<file path="src/mdw_pkg.sv">
package mdw_pkg;

	// clock and timing, each time in its own unit and its derived count
	localparam int CLK_PERIOD_NS   = 8;
	localparam int PHASE_NS        = 48;
	localparam int PHASE_CYC       = (PHASE_NS + CLK_PERIOD_NS - 1) / CLK_PERIOD_NS;
	localparam int HALF_CYC        = PHASE_CYC / 2;
	localparam int INIT_WAIT_US    = 200;
	localparam int INIT_WAIT_CYC   = (INIT_WAIT_US * 1000 + CLK_PERIOD_NS - 1) / CLK_PERIOD_NS;
	localparam int INIT_PULSES     = 8;

	// widths of the ram port and of the sequencer counter
	localparam int ADDR_W          = 9;
	localparam int DQ_W            = 16;
	localparam int CNT_W           = 16;

	// register offsets (byte addresses on the wishbone side)
	localparam logic [7:0] REG_CTRL   = 8'h00;
	localparam logic [7:0] REG_ADDR   = 8'h04;
	localparam logic [7:0] REG_DATA   = 8'h08;
	localparam logic [7:0] REG_STATUS = 8'h0c;
	localparam logic [7:0] REG_RDATA  = 8'h10;

	// control and status field positions and reset values
	localparam int CTRL_GO_BIT     = 0;
	localparam int CTRL_OP_LSB     = 1;
	localparam int CTRL_LANE_LSB   = 4;
	localparam int CTRL_INIT_BIT   = 6;
	localparam int CTRL_CBR_BIT    = 7;
	localparam logic [7:0]  CTRL_RESET = 8'h00;
	localparam logic [17:0] ADDR_RESET = 18'h00000;
	localparam logic [31:0] DATA_RESET = 32'h00000000;
	localparam int STAT_BUSY_BIT   = 0;
	localparam int STAT_DONE_BIT   = 1;

	// cycle codes held in the op field
	localparam logic [2:0] READ_CODE                 = 3'h0;
	localparam logic [2:0] MASKED_WRITE_CODE         = 3'h1;
	localparam logic [2:0] NORMAL_WRITE_CODE         = 3'h2;
	localparam logic [2:0] MASKED_BLOCK_WRITE_CODE   = 3'h3;
	localparam logic [2:0] BLOCK_WRITE_CODE          = 3'h4;
	localparam logic [2:0] MASKED_FLASH_WRITE_CODE   = 3'h5;
	localparam logic [2:0] LOAD_COLOUR_REGISTER_CODE = 3'h6;
	localparam logic [2:0] REFRESH_CODE              = 3'h7;

	// ram port control pins, strobes and enables active low
	typedef struct packed {
		logic              ras_n;
		logic              cas_n;
		logic              transfer_output_enable_n;
		logic              serial_clock;
		logic              special_function_select;
		logic              write_enable_high_byte_n;
		logic              write_enable_low_byte_n;
		logic [ADDR_W-1:0] addr;
	} mdw_pins_t;

	localparam mdw_pins_t PINS_IDLE = '{1'b1, 1'b1, 1'b1, 1'b0, 1'b0, 1'b1, 1'b1, 9'h000};

endpackage : mdw_pkg

</file>
<file path="src/mdw_dq_sample.sv">
`timescale 1ns/1ps
// brings the data pins into the clock domain and holds the read word
module mdw_dq_sample
	import mdw_pkg::*;
(
	input  wire logic            clk,
	input  wire logic            reset_n,
	input  wire logic            ce,
	input  wire logic [DQ_W-1:0] dq_i,
	input  wire logic            cap,
	output logic      [DQ_W-1:0] rdata
);
	logic [DQ_W-1:0] meta_q, sync_q, rdata_q, meta_d, sync_d, rdata_d;

	// first stage feeds only the second; capture reads the second
	always_comb begin
		meta_d  = dq_i;
		sync_d  = meta_q;
		rdata_d = cap ? sync_q : rdata_q;
	end

	always_ff @(posedge clk or negedge reset_n) begin
		if (!reset_n) begin
			meta_q  <= '0;
			sync_q  <= '0;
			rdata_q <= '0;
		end else if (ce) begin
			meta_q  <= meta_d;
			sync_q  <= sync_d;
			rdata_q <= rdata_d;
		end
	end

	assign rdata = rdata_q;

endmodule : mdw_dq_sample

</file>
<file path="src/mdw_ctrl.sv">
`timescale 1ns/1ps
// Summary of operation
// - wait 200 us, then 8 strobes, 8 clocks
// - refresh-counter init uses 8 cbr cycles
// - reads keep write enables high to end
// - address changes at most twice per row
// - one address change while column strobe high
module mdw_ctrl
	import mdw_pkg::*;
#(
	parameter int INIT_WAIT = INIT_WAIT_CYC
) (
	input  wire logic            clk,
	input  wire logic            reset_n,
	input  wire logic            ce,
	input  wire logic [7:0]      wb_adr_i,
	input  wire logic [31:0]     wb_dat_i,
	input  wire logic [3:0]      wb_sel_i,
	input  wire logic            wb_we_i,
	input  wire logic            wb_cyc_i,
	input  wire logic            wb_stb_i,
	output logic      [31:0]     wb_dat_o,
	output logic                 wb_ack_o,
	output mdw_pins_t            pins,
	output logic      [DQ_W-1:0] dq_o,
	output logic                 dq_oe_n,
	input  wire logic [DQ_W-1:0] dq_i
);
	if (INIT_WAIT < 1 || INIT_WAIT > 65535) begin : g_bad_wait
		$error("INIT_WAIT must lie in 1..65535");
	end

	typedef enum logic [3:0] {S_WAIT, S_INIT_HI, S_INIT_LO, S_IDLE, S_ROW, S_RAS,
		S_COL, S_CAS, S_PRE} mdw_state_t;

	localparam logic [CNT_W-1:0] PH   = CNT_W'(PHASE_CYC - 1);
	localparam logic [CNT_W-1:0] HALF = CNT_W'(HALF_CYC);
	localparam logic [CNT_W-1:0] WAIT = CNT_W'(INIT_WAIT - 1);

	mdw_state_t      st_q, st_d;
	logic [CNT_W-1:0] cnt_q, cnt_d;
	logic [3:0]      npulse_q, npulse_d;
	logic            done_q, done_d, cap, last;
	mdw_pins_t       pins_q, pins_d;
	logic [DQ_W-1:0] dqo_q, dqo_d;
	logic            dqoe_q, dqoe_d;
	logic [7:0]      ctrl_q, ctrl_d;
	logic [17:0]     addr_q, addr_d;
	logic [31:0]     data_q, data_d, rdo_q, rdo_d;
	logic            ack_q, ack_d, req, commit, go, init_go;
	logic [DQ_W-1:0] rdata;
	logic [2:0]      op;
	logic [1:0]      lanes;
	logic            cbr, masked, is_read, dsf_row, dsf_col;

	// op decode; a zero lane field means both byte lanes
	assign op      = ctrl_q[CTRL_OP_LSB +: 3];
	assign cbr     = ctrl_q[CTRL_CBR_BIT];
	assign lanes   = (ctrl_q[CTRL_LANE_LSB +: 2] == 2'h0) ? 2'h3 : ctrl_q[CTRL_LANE_LSB +: 2];
	assign is_read = (op == READ_CODE);
	assign masked  = (op == MASKED_WRITE_CODE) || (op == MASKED_BLOCK_WRITE_CODE) ||
		(op == MASKED_FLASH_WRITE_CODE);
	assign dsf_row = (op == MASKED_FLASH_WRITE_CODE) ||
		(op == LOAD_COLOUR_REGISTER_CODE);
	assign dsf_col = (op == BLOCK_WRITE_CODE) || (op == MASKED_BLOCK_WRITE_CODE) ||
		(op == LOAD_COLOUR_REGISTER_CODE);
	assign last    = (cnt_q == '0);

	// wishbone slave: ack one cycle after the request, write lands on the ack edge
	assign req     = wb_cyc_i && wb_stb_i;
	assign commit  = req && ack_q && wb_we_i;
	assign go      = commit && wb_adr_i == REG_CTRL && wb_sel_i[0] && wb_dat_i[CTRL_GO_BIT];
	assign init_go = commit && wb_adr_i == REG_CTRL && wb_sel_i[0] && wb_dat_i[CTRL_INIT_BIT];

	always_comb begin
		ack_d  = req && !ack_q;
		ctrl_d = ctrl_q;
		addr_d = addr_q;
		data_d = data_q;
		rdo_d  = rdo_q;
		// orders are only taken while idle, so an op cannot change mid-cycle
		if (commit && st_q == S_IDLE) begin
			if (wb_adr_i == REG_CTRL && wb_sel_i[0])
				ctrl_d = wb_dat_i[7:0];
			if (wb_adr_i == REG_ADDR) begin
				for (int b = 0; b < 3; b++) begin
					if (wb_sel_i[b])
						addr_d[b*8 +: 2] = wb_dat_i[b*8 +: 2];
				end
				if (wb_sel_i[0])
					addr_d[7:0] = wb_dat_i[7:0];
				if (wb_sel_i[1])
					addr_d[15:8] = wb_dat_i[15:8];
			end
			if (wb_adr_i == REG_DATA) begin
				for (int b = 0; b < 4; b++) begin
					if (wb_sel_i[b])
						data_d[b*8 +: 8] = wb_dat_i[b*8 +: 8];
				end
			end
		end
		if (req && !ack_q) begin
			case (wb_adr_i)
				REG_CTRL:   rdo_d = {24'h000000, ctrl_q};
				REG_ADDR:   rdo_d = {14'h0000, addr_q};
				REG_DATA:   rdo_d = data_q;
				REG_STATUS: rdo_d = {30'h00000000, done_q, st_q != S_IDLE};
				REG_RDATA:  rdo_d = {16'h0000, rdata};
				default:    rdo_d = 32'h00000000;
			endcase
		end
	end

	always_ff @(posedge clk or negedge reset_n) begin
		if (!reset_n) begin
			ack_q  <= 1'b0;
			ctrl_q <= CTRL_RESET;
			addr_q <= ADDR_RESET;
			data_q <= DATA_RESET;
			rdo_q  <= 32'h00000000;
		end else if (ce) begin
			ack_q  <= ack_d;
			ctrl_q <= ctrl_d;
			addr_q <= addr_d;
			data_q <= data_d;
			rdo_q  <= rdo_d;
		end
	end

	// ram port sequencer; pins follow the state one cycle later
	always_comb begin
		st_d     = st_q;
		cnt_d    = last ? cnt_q : cnt_q - 1'b1;
		npulse_d = npulse_q;
		done_d   = done_q;
		pins_d   = PINS_IDLE;
		dqo_d    = dqo_q;
		dqoe_d   = 1'b1;
		cap      = 1'b0;
		case (st_q)
			S_WAIT: begin
				npulse_d = 4'h0;
				if (last) begin
					st_d  = S_INIT_HI;
					cnt_d = PH;
				end
			end
			S_INIT_HI: begin
				pins_d.cas_n = !(cbr && cnt_q < HALF);
				if (last) begin
					st_d  = S_INIT_LO;
					cnt_d = PH;
				end
			end
			S_INIT_LO: begin
				pins_d.ras_n        = 1'b0;                          // trg stays high
				pins_d.serial_clock = 1'b1;
				pins_d.cas_n        = !(cbr && cnt_q >= HALF);
				if (last) begin
					npulse_d = npulse_q + 1'b1;
					cnt_d    = PH;
					st_d     = (npulse_q == 4'(INIT_PULSES - 1)) ? S_IDLE : S_INIT_HI;
					done_d   = (npulse_q == 4'(INIT_PULSES - 1));
				end
			end
			S_IDLE: begin
				if (init_go) begin
					st_d   = S_WAIT;
					cnt_d  = WAIT;
					done_d = 1'b0;
				end else if (go) begin
					st_d  = S_ROW;
					cnt_d = PH;
				end
			end
			S_ROW, S_RAS: begin
				// row phase: select and enables set before the row strobe falls
				pins_d.ras_n                    = (st_q == S_ROW);
				pins_d.addr                     = addr_q[ADDR_W-1:0];
				pins_d.special_function_select  = dsf_row;
				pins_d.write_enable_low_byte_n  = !(masked && lanes[0]);
				pins_d.write_enable_high_byte_n = !(masked && lanes[1]);
				if (op == REFRESH_CODE)
					pins_d.cas_n = (st_q == S_ROW) && cnt_q >= HALF;
				if (masked) begin
					dqo_d  = data_q[31:16];
					dqoe_d = 1'b0;
				end
				if (last) begin
					cnt_d = PH;
					st_d  = (st_q == S_ROW) ? S_RAS :
						(op == REFRESH_CODE) ? S_PRE : S_COL;
				end
			end
			S_COL, S_CAS: begin
				// single address change, made while the column strobe is high
				pins_d.ras_n                    = 1'b0;
				pins_d.cas_n                    = (st_q == S_COL);
				pins_d.addr                     = addr_q[17:9];
				pins_d.special_function_select  = dsf_col;
				// enables drop before the column strobe: always an early write
				pins_d.write_enable_low_byte_n  = is_read || !lanes[0];
				pins_d.write_enable_high_byte_n = is_read || !lanes[1];
				pins_d.transfer_output_enable_n = !is_read;
				dqo_d  = data_q[15:0];
				dqoe_d = is_read;
				if (last) begin
					cap   = is_read && st_q == S_CAS;
					cnt_d = PH;
					st_d  = (st_q == S_COL) ? S_CAS : S_PRE;
				end
			end
			S_PRE: begin
				if (last)
					st_d = S_IDLE;
			end
			default: st_d = S_IDLE;
		endcase
	end

	always_ff @(posedge clk or negedge reset_n) begin
		if (!reset_n) begin
			st_q     <= S_WAIT;
			cnt_q    <= WAIT;
			npulse_q <= 4'h0;
			done_q   <= 1'b0;
			pins_q   <= PINS_IDLE;
			dqo_q    <= '0;
			dqoe_q   <= 1'b1;
		end else if (ce) begin
			st_q     <= st_d;
			cnt_q    <= cnt_d;
			npulse_q <= npulse_d;
			done_q   <= done_d;
			pins_q   <= pins_d;
			dqo_q    <= dqo_d;
			dqoe_q   <= dqoe_d;
		end
	end

	mdw_dq_sample u_sample (
		.clk     (clk),
		.reset_n (reset_n),
		.ce      (ce),
		.dq_i    (dq_i),
		.cap     (cap),
		.rdata   (rdata)
	);

	assign wb_ack_o = ack_q;
	assign wb_dat_o = rdo_q;
	assign pins     = pins_q;
	assign dq_o     = dqo_q;
	assign dq_oe_n  = dqoe_q;

	// checker helpers: wait length, init pulse count, address changes per row
	logic [CNT_W-1:0] wait_len_q;
	logic [3:0]       rfall_q, chg_q, chg_hi_q;
	logic [ADDR_W-1:0] prev_addr_q;
	logic             prev_ras_q, prev_cas_q;
	always_ff @(posedge clk or negedge reset_n) begin
		if (!reset_n) begin
			wait_len_q  <= '0;
			rfall_q     <= 4'h0;
			chg_q       <= 4'h0;
			chg_hi_q    <= 4'h0;
			prev_addr_q <= '0;
			prev_ras_q  <= 1'b1;
			prev_cas_q  <= 1'b1;
		end else if (ce) begin
			// helpers freeze with the rest of the state so a held clock enable reads no edges
			prev_addr_q <= pins_q.addr;
			prev_ras_q  <= pins_q.ras_n;
			prev_cas_q  <= pins_q.cas_n;
			wait_len_q  <= (st_q == S_WAIT) ? wait_len_q + 1'b1 :
				(st_q == S_IDLE) ? '0 : wait_len_q;
			rfall_q     <= (st_q == S_WAIT) ? 4'h0 :
				rfall_q + 4'(!pins_q.ras_n && prev_ras_q && !done_q);
			chg_q       <= pins_q.ras_n ? 4'h0 : chg_q + 4'(pins_q.addr != prev_addr_q);
			chg_hi_q    <= (pins_q.ras_n || !pins_q.cas_n) ? 4'h0 :
				chg_hi_q + 4'(pins_q.addr != prev_addr_q && !prev_ras_q && prev_cas_q);
		end
	end

	property p_init_wait;
		@(posedge clk) disable iff (!reset_n)
		(st_q == S_INIT_HI && $past(st_q) == S_WAIT) |-> wait_len_q >= CNT_W'(INIT_WAIT);
	endproperty
	a_init_wait: assert property (p_init_wait) else $error("init began before the wait");

	property p_init_pulses;
		@(posedge clk) disable iff (!reset_n)
		$rose(done_q) |-> ##2 (rfall_q == 4'(INIT_PULSES));
	endproperty
	a_init_pulses: assert property (p_init_pulses) else $error("init pulse count wrong");

	property p_init_cbr;
		@(posedge clk) disable iff (!reset_n)
		($fell(pins_q.ras_n) && !done_q && cbr) |-> !pins_q.cas_n && !$past(pins_q.cas_n);
	endproperty
	a_init_cbr: assert property (p_init_cbr) else $error("init cycle not cbr");

	property p_read_we;
		@(posedge clk) disable iff (!reset_n)
		($fell(pins_q.ras_n) && done_q && is_read) |->
			(pins_q.write_enable_low_byte_n && pins_q.write_enable_high_byte_n)
			throughout (!pins_q.ras_n [*8]);
	endproperty
	a_read_we: assert property (p_read_we) else $error("write enable low in read");

	property p_addr_twice;
		@(posedge clk) disable iff (!reset_n)
		!pins_q.ras_n |-> chg_q <= 4'h2;
	endproperty
	a_addr_twice: assert property (p_addr_twice) else $error("address changed too often");

	property p_addr_cas_high;
		@(posedge clk) disable iff (!reset_n)
		(!pins_q.ras_n && pins_q.cas_n) |-> chg_hi_q <= 4'h1;
	endproperty
	a_addr_cas_high: assert property (p_addr_cas_high) else $error("two changes with cas high");

	property p_early_write;
		@(posedge clk) disable iff (!reset_n)
		($fell(pins_q.cas_n) && !pins_q.ras_n && !is_read) |->
			!($past(pins_q.write_enable_low_byte_n, 2) && $past(pins_q.write_enable_high_byte_n, 2));
	endproperty
	a_early_write: assert property (p_early_write) else $error("write enable late");

	property p_flash;
		@(posedge clk) disable iff (!reset_n)
		($fell(pins_q.ras_n) && done_q && op == MASKED_FLASH_WRITE_CODE) |->
			pins_q.special_function_select && !dq_oe_n && dq_o == data_q[31:16];
	endproperty
	a_flash: assert property (p_flash) else $error("flash write code wrong");

	property p_colour;
		@(posedge clk) disable iff (!reset_n)
		($fell(pins_q.cas_n) && !pins_q.ras_n && op == LOAD_COLOUR_REGISTER_CODE) |->
			pins_q.special_function_select && dq_o == data_q[15:0];
	endproperty
	a_colour: assert property (p_colour) else $error("load colour code wrong");

endmodule : mdw_ctrl

</file>
<file path="config.mk">
export PLATFORM = sky130hd
export DESIGN_NAME = mdw_ctrl
export DESIGN_NICKNAME = d
export VERILOG_FILES = /design/src/mdw_pkg.sv /design/src/mdw_dq_sample.sv /design/src/mdw_ctrl.sv
export SDC_FILE = /design/constraint.sdc
export NUM_CORES = 1
export LEC_CHECK = 0
export ABC_AREA = 1
export BUFFER_PORTS_ARGS = -buffer_cell sky130_fd_sc_hd__buf_2
export CORE_ASPECT_RATIO = 0.75
export CORE_MARGIN = 8
export CORE_UTILIZATION = 25
export DETAILED_ROUTE_END_ITERATION = 10
export GPL_TIMING_DRIVEN = 0
export HOLD_SLACK_MARGIN = 0.03
export PLACE_DENSITY = 0.47
export SLEW_MARGIN = 20
export SYNTH_ARGS = -nofsm -noshare
export SYNTH_HDL_FRONTEND = slang
export SYNTH_HIERARCHICAL = 1
export SYNTH_SLANG_ARGS = --single-unit
</file>
<file path="constraint.sdc">
create_clock -name clk -period 2.6 [get_ports clk]
set_input_delay 0.13 -clock clk [delete_from_list [all_inputs] [get_ports clk]]
set_output_delay 0.13 -clock clk [all_outputs]
set_load 0.005 [all_outputs]
</file>
==> results of run 1 <==
[worst max-delay path, stage by stage, from the launching register on]
cell and delay, ns:
dfstp_2 0.39, inv_1 0.10, ha_1 0.20, nand2_1 0.11
nor2_2 0.21, nand2_4 0.11, buf_2 0.22, nor4_2 0.34
buf_4 0.26, buf_2 0.21, nand3_1 0.11, nand2_1 0.08
[logic make-up (layout without fill, tap and decap cells)]
group / after synthesis / in the layout
AO/OA/AOI/OAI: 174 / 174
XOR/XNOR: 10 / 10
adder cells (fa/ha/maj): 4 / 4
buffers and inverters: 177 / 390
flip-flops: 197 / 197
AND/OR/NAND/NOR: 583 / 583
[final timing paths]
path / endpoint / depth (start not counted)
worst min register to register: u_sample/rdata[13]$_DFFE_PN0P_ / 2
worst max register to register: u_sample/rdata[12]$_DFFE_PN0P_ / 11
worst max-delay path: u_sample/rdata[12]$_DFFE_PN0P_ / 11
min in group asynchronous: wb_dat_o[30]$_DFFE_PN0P_ / 2
worst min-delay path: data_q[10]$_DFFE_PN0P_ / 3
max in group asynchronous: cnt_q[8]$_DFFE_PN1P_ / 4
[stage by stage]
| stage | instance area, sq um | utilization (%) | setup TNS [ns] | cells |
|---|---|---|---|---|
| finish | 11700 | 31.7 | 0 | 1862 |
| global route | 11700 | 31.7 | 0 | 1862 |
| CTS | 11700 | 31.7 | 0 | 1862 |
| detailed placement | 10600 | 28.9 | 0 | 1781 |
| global placement | 10600 | 28.7 | -427.10 | 1779 |
| floorplan | 9270 | - | 0 | 1145 |
[area by class of cell]
class,count,area [sq um]
Fill cell,3995,25100
Clock inverter,11,91.3
Clock buffer,21,470
Inverter,130,488
Buffer,47,255
Timing Repair Buffer,181,1210
Tap cell,504,631
Sequential cell,197,4950
Multi-Input combinational cell,771,3590
[routing by layer]
metal  track usage [%]  routed length, microns  vias to the layer above
met1              20.7                   15200                     3872
met5                 0                       0                        -
li1                  -                       -                     4040
met4              2.62                     271                        0
met3              4.00                    1810                       20
met2              21.2                   13200                      175
[repair_timing]
action,CTS,global route
hold buffers,49,0
setup endpoints to repair,0,11
endpoints found under the hold margin,180,0
gates resized for setup,0,1
buffers inserted,0,0
[cell usage after synthesis, types with 3 or more instances]
| cell type | instances | area, sq um |
|---|---|---|
| buf_4 | 4 | 30.0 |
| xor2_1 | 10 | 87.6 |
| a21oi_1 | 25 | 125 |
| o21ai_0 | 110 | 551 |
| clkbuf_1 | 14 | 52.6 |
| inv_1 | 125 | 469 |
| dfstp_2 | 14 | 368 |
| a31oi_1 | 17 | 106 |
| buf_1 | 3 | 11.3 |
| o21ai_2 | 8 | 70.1 |
| inv_2 | 4 | 15.0 |
| buf_2 | 18 | 90.1 |
| o21ai_1 | 4 | 20.0 |
| nor3_1 | 10 | 50.1 |
| nor2_1 | 96 | 360 |
| buf_6 | 5 | 56.3 |
| nor2_2 | 3 | 18.8 |
| a21o_1 | 3 | 22.5 |
| nand2_4 | 5 | 56.3 |
| nand4_1 | 7 | 43.8 |
| o21bai_1 | 3 | 22.5 |
| dfrtp_1 | 183 | 4580 |
| o211ai_1 | 3 | 22.5 |
| ha_1 | 4 | 50.1 |
| nand2_1 | 345 | 1290 |
| clkbuf_2 | 3 | 15.0 |
| nand3_1 | 102 | 510 |
[report_power, final]
group          internal (uW)  switching (uW)
Clock                   1320            1280
Combinational            244             363
Sequential              3220             111
Total                   4780            1750
[registers in the layout, indices dropped and copies added (netlist names)]
| register | flops |
|---|---|
| data_q | 32 |
| wb_dat_o | 32 |
| addr_q | 18 |
| cnt_q | 16 |
| dq_o | 16 |
| pins | 16 |
| u_sample/meta_q | 16 |
| u_sample/rdata | 16 |
| u_sample/sync_q | 16 |
| ctrl_q | 8 |
| npulse_q | 4 |
| st_q | 4 |
| done_q | 1 |
| dq_oe_n | 1 |
| wb_ack_o | 1 |
==> results.md, run 1 <==
* Register area share after synthesis at 53.3%
* XOR/XNOR share of the synthesized area at 0.944%
* Hold crit path type: input port to flip-flop
* Place WS at 0.0375 ns
* Final #Nets at 1,415
* Drt drc at 0
* Adder-cell area share of the yosys netlist at less than 1%
* Total power at 6540 uW
* RSZ-0062 raised after global routing: no
* MaxCap Viol Count at 0
* Post-synth top flop: dfrtp_1
* Status: finished clean
* Synth unique cells at 40
* Final setup violation count at 0
* Gp weighted congestion at 0.824
* Critical setup path kind: flip-flop to flip-flop
* CP startpoint kind: flip-flop
* Via count at 8,107
* FFs w/ async S/R, synth at 100%
* Gr ovfl total at 0
* DR WL/cell at 16.4 microns
* Largest family of logic cells by synthesized area: simple AND/OR/NAND/NOR gates
* Flops & latches, synth at 197
* Initial Util at 25.2%
* Total global-route track usage at ~14%
* Fin worst setup slack at between 0.15 and 0.2 ns
* Final ANT Viol Nets at 0
* Most common cell after layout, fill and taps aside: nand2_1
* Root buffer cell: clkbuf_16
* Largest net degree at the start of global routing at 89
* Htree depth at 4
* First-pass GRT wire length at ~48,000 microns
* CTS tree: yes
* Worst EP arrival at between 2 and 3 ns
* Syn avg cell area at 8.10 sq um
* Max Clock Skew at 0.0131 ns
* Reg2reg start: cnt_q[0]$_DFFE_PN1P_
* Pre-Repair DR Iteration Count at 6
* R2r setup slk at 0.20 ns
* Final Hold Vio Count at 0
* Area of the mapped netlist at between 9000 and 10,000 sq um
* Ports at roughly 130
* Hold_sp: wb_dat_i[10]
* Simple-gate share of the synthesized area at 26.9%
* Ant. Diodes at 0
* Mapped Cells at 1,145
* Final min period at 2.40 ns
* WHS at 0.0202 ns
* Port bufs at 130
* Maximum vdd ir drop at between 0.0004 and 0.0005 V
* Vias in the first global route at 8,209
* Share of cells above drive strength 1 at approximately 18%
* Number of DRC markers in iteration 0 at 642
* CP max FO at 10
* Rel. slew slack at 33.4%
* Syn nets at 1,215
* TritonCTS Sinks at just under 200
* CTS buffer count at 17
* Core ar. at 36,800 sq um
* Total die area at 43,600 sq um
* Fmax at 416 MHz
* Yosys warning count at 6
* Std-Cell Rows at 61
* Post-synthesis mux area share at 0%
* Slew @ Worst Pin at 0.992 ns
* EDFF count, synth at 0
* Worst-path clk slew at 0.07 ns
* Compound-Gate Fraction of Synth Area at between 10% and 20%
* Max-slew violations at 0
* Pwr per Cell Area at 560 nW/um^2
* Post-detail-place hpwl at 23,500 microns
* Crit. End Element: flip-flop
* Worst path required time at 2.99 ns
* Die Y at 183 microns
* CTS Buffer Depth at 2
* Clk_lat worst skew at 0.45 ns
* Layout area overhead at 25.9%
* Leakage power at approximately 0.0060 uW
* Drt total wl at 30,500 microns
* Die Wd at around 240 microns
* Final Cycle Share at around 90%
* Crit path from: cnt_q[0]$_DFFE_PN1P_
* Via density at around 4.4
* Initial antenna violation count at 0
* Commonest non-fill, non-tap cells in the layout: nand2_1 (345), dfrtp_1 (183), buf_2 (147), inv_1 (125), o21ai_0 (110)
No activity file was read; power rests on OpenSTA's default activity.
==> inputs of run 2 (changes only) <==
==> constraint.sdc (replaced) <==
create_clock -name clk -period 2.6 [get_ports clk]
set_input_delay 0.52 -clock clk [delete_from_list [all_inputs] [get_ports clk]]
set_output_delay 0.52 -clock clk [all_outputs]
set_load 0.005 [all_outputs]
==> run 2 against run 1 <==
Power down 0.88%. Clock power about the same. Critical endpoint unchanged. Sequential power about the same. Non-clock buffer count is 48 lower. Largest cell class unchanged.
==> results.md, run 2 (synthesis results as in run 1) <==
* Die Wd at 238 microns (unchanged)
* Post-detail-place hpwl at 23,500 microns (unchanged)
* RSZ-0062 raised after global routing: no (unchanged)
* Drt total wl at 30,300 microns (was 30,500 microns)
* Slew @ Worst Pin at 0.955 ns (was 0.992 ns)
* CP startpoint kind: flip-flop (unchanged)
* Sw frac at 26.9% (was 26.8%)
* Via count at 7,930 (was 8,107)
* Total die area at 43,600 sq um (unchanged)
* First-pass GRT wire length at 47,700 microns (was 48,300 microns)
* Std-Cell Rows at 61 (unchanged)
* Fin worst setup slack at 0.198 ns (was 0.196 ns)
* FILL cells at 4,041 (was 3,995)
* Die Y at 183 microns (unchanged)
* Total global-route track usage at 14.2% (was 14.3%)
* DR WL/cell at 16.7 microns (was 16.4 microns)
* Vias in the first global route at 8,050 (was 8,209)
* Gr ovfl total at 0 (unchanged)
* Reg2reg start: cnt_q[0]$_DFFE_PN1P_ (unchanged)
* CTS buffer count at 17 (unchanged)
* Maximum vdd ir drop at 0.000411 V (was 0.000412 V)
* Final setup violation count at 0 (unchanged)
* Max-slew violations at 0 (unchanged)
* Share of cells above drive strength 1 at 18.3% (was 17.7%)
* Htree depth at 4 (unchanged)
* Initial Util at 25.2% (unchanged)
* Status: finished clean (unchanged)
* R2r setup slk at 0.20 ns (about the same)
* CTS tree: yes (unchanged)
* Rel. slew slack at 35.8% (was 33.4%)
* Psw at 1740 uW (was 1750 uW)
* Final Non-Filler Cells at 1,814 (was 1,862)
* Clk_lat worst skew at 0.45 ns (about the same)
* CTS Buffer Depth at 2 (unchanged)
* Utilization after layout at 30.4% (was 31.7%)
* Hold_sp: dq_i[6] (was wb_dat_i[10])
* Pre-Repair DR Iteration Count at 5 (was 6)
* Final Hold Vio Count at 0 (unchanged)
* Most common cell after layout, fill and taps aside: nand2_1 (unchanged)
* Place WS at -0.0204 ns (was 0.0375 ns)
* Comb pwr share at 8.5% (was 9.3%)
* WHS at 0.267 ns (was 0.0202 ns)
* Pwr per Cell Area at 579 nW/um^2 (was 560 nW/um^2)
* MaxCap Viol Count at 0 (unchanged)
* Ant. Diodes at 0 (unchanged)
* Total power at 6480 uW (was 6540 uW)
* Placed insts at 1,781 (unchanged)
* Ports at 132 (unchanged)
* Max Clock Skew at 0.0125 ns (was 0.0131 ns)
* Port bufs at 130 (unchanged)
* Commonest non-fill, non-tap cells in the layout: nand2_1 (345), dfrtp_1 (183), buf_2 (147), inv_1 (125), o21ai_0 (110) (unchanged)
* Final #Nets at 1,367 (was 1,415)
* Hold crit path type: input port to flip-flop (unchanged)
* Crit. End Element: flip-flop (unchanged)
* Drt drc at 0 (unchanged)
* Gp weighted congestion at 0.824 (unchanged)
* Internal Power at 4740 uW (was 4780 uW)
* CP max FO at 10 (unchanged)
* Total setup buffers inserted after CTS at 0 (unchanged)
* Worst EP arrival at 2.79 ns (about the same)
* Final Cycle Share at 92.4% (was 92.5%)
* Leakage power at 0.00583 uW (was 0.00603 uW)
* Fmax at 416 MHz (about the same)
* Crit path from: cnt_q[0]$_DFFE_PN1P_ (unchanged)
* Worst-path clk slew at 0.08 ns (was 0.07 ns)
* Sequential Power Share at 51.3% (was 50.9%)
* Largest net degree at the start of global routing at 89 (unchanged)
* Root buffer cell: clkbuf_16 (unchanged)
* Number of DRC markers in iteration 0 at 642 (unchanged)
* Initial antenna violation count at 0 (unchanged)
* Critical setup path kind: flip-flop to flip-flop (unchanged)
* Clock power share at 40.1% (was 39.8%)
* Final ANT Viol Nets at 0 (unchanged)
* Layout area overhead at 20.7% (was 25.9%)
* Core ar. at 36,800 sq um (unchanged)
* TritonCTS Sinks at 197 (unchanged)
* Final min period at 2.40 ns (about the same)
* Worst path required time at 2.99 ns (about the same)
* Via density at 4.37 (was 4.35)
[run 2: cell type report]
| cell class | count | area (sq um) | area share (%) |
|---|---|---|---|
| Buffer | 47 | 255 | 2.28 |
| Clock buffer | 21 | 470 | 4.20 |
| Clock inverter | 11 | 91.3 | 0.816 |
| Inverter | 130 | 488 | 4.36 |
| Multi-Input combinational cell | 771 | 3590 | 32.1 |
| Sequential cell | 197 | 4950 | 44.2 |
| Tap cell | 504 | 631 | 5.63 |
| Timing Repair Buffer | 133 | 726 | 6.48 |
[run 2: power groups by stage]
stage	Combinational (uW)	Sequential (uW)	Clock [uW]
finish	551	3330	2600
global route	647	3350	2780
global placement	534	3380	0
detailed placement	559	3380	0
floorplan	314	3350	0
CTS	562	3330	2680
[run 2: worst paths after layout]
kind                                                        to  depth (start not counted)
worst max-delay path            u_sample/rdata[12]$_DFFE_PN0P_                         11
worst min-delay path            u_sample/meta_q[6]$_DFFE_PN0P_                          3
worst max register to register  u_sample/rdata[12]$_DFFE_PN0P_                         11
worst min register to register  u_sample/rdata[13]$_DFFE_PN0P_                          2
max in group asynchronous                 cnt_q[8]$_DFFE_PN1P_                          4
min in group asynchronous             wb_dat_o[30]$_DFFE_PN0P_                          2
[run 2: critical path, cell delays in order, from the launching register on]
cell and delay (ns):
dfstp_2 0.39, inv_1 0.10, ha_1 0.20, nand2_1 0.11, nor2_2 0.21, nand2_4 0.12
buf_2 0.22, nor4_2 0.34, buf_4 0.25, buf_2 0.21, nand3_1 0.11, nand2_1 0.08
[run 2: metal layers]
| metal | share of wire [%] | global-route usage, % |
|---|---|---|
| met3 | 6.1 | 4.11 |
| met1 | 50 | 20.5 |
| met4 | 0.85 | 2.60 |
| met5 | 0 | 0 |
| met2 | 43 | 20.8 |
[run 2: metrics by stage]
stage,area (sq um),setup TNS (ns)
CTS,11200,0
finish,11200,0
detailed placement,10600,-0.142
floorplan,9270,0
global route,11200,0
global placement,10600,-503.93
[run 2: what timing repair did]
| action | 4_1_cts | 5_1_grt |
|---|---|---|
| endpoints found under the hold margin | 26 | 0 |
| hold buffers | 1 | 0 |
| gates resized for setup | 0 | 1 |
| setup endpoints to repair | 0 | 11 |
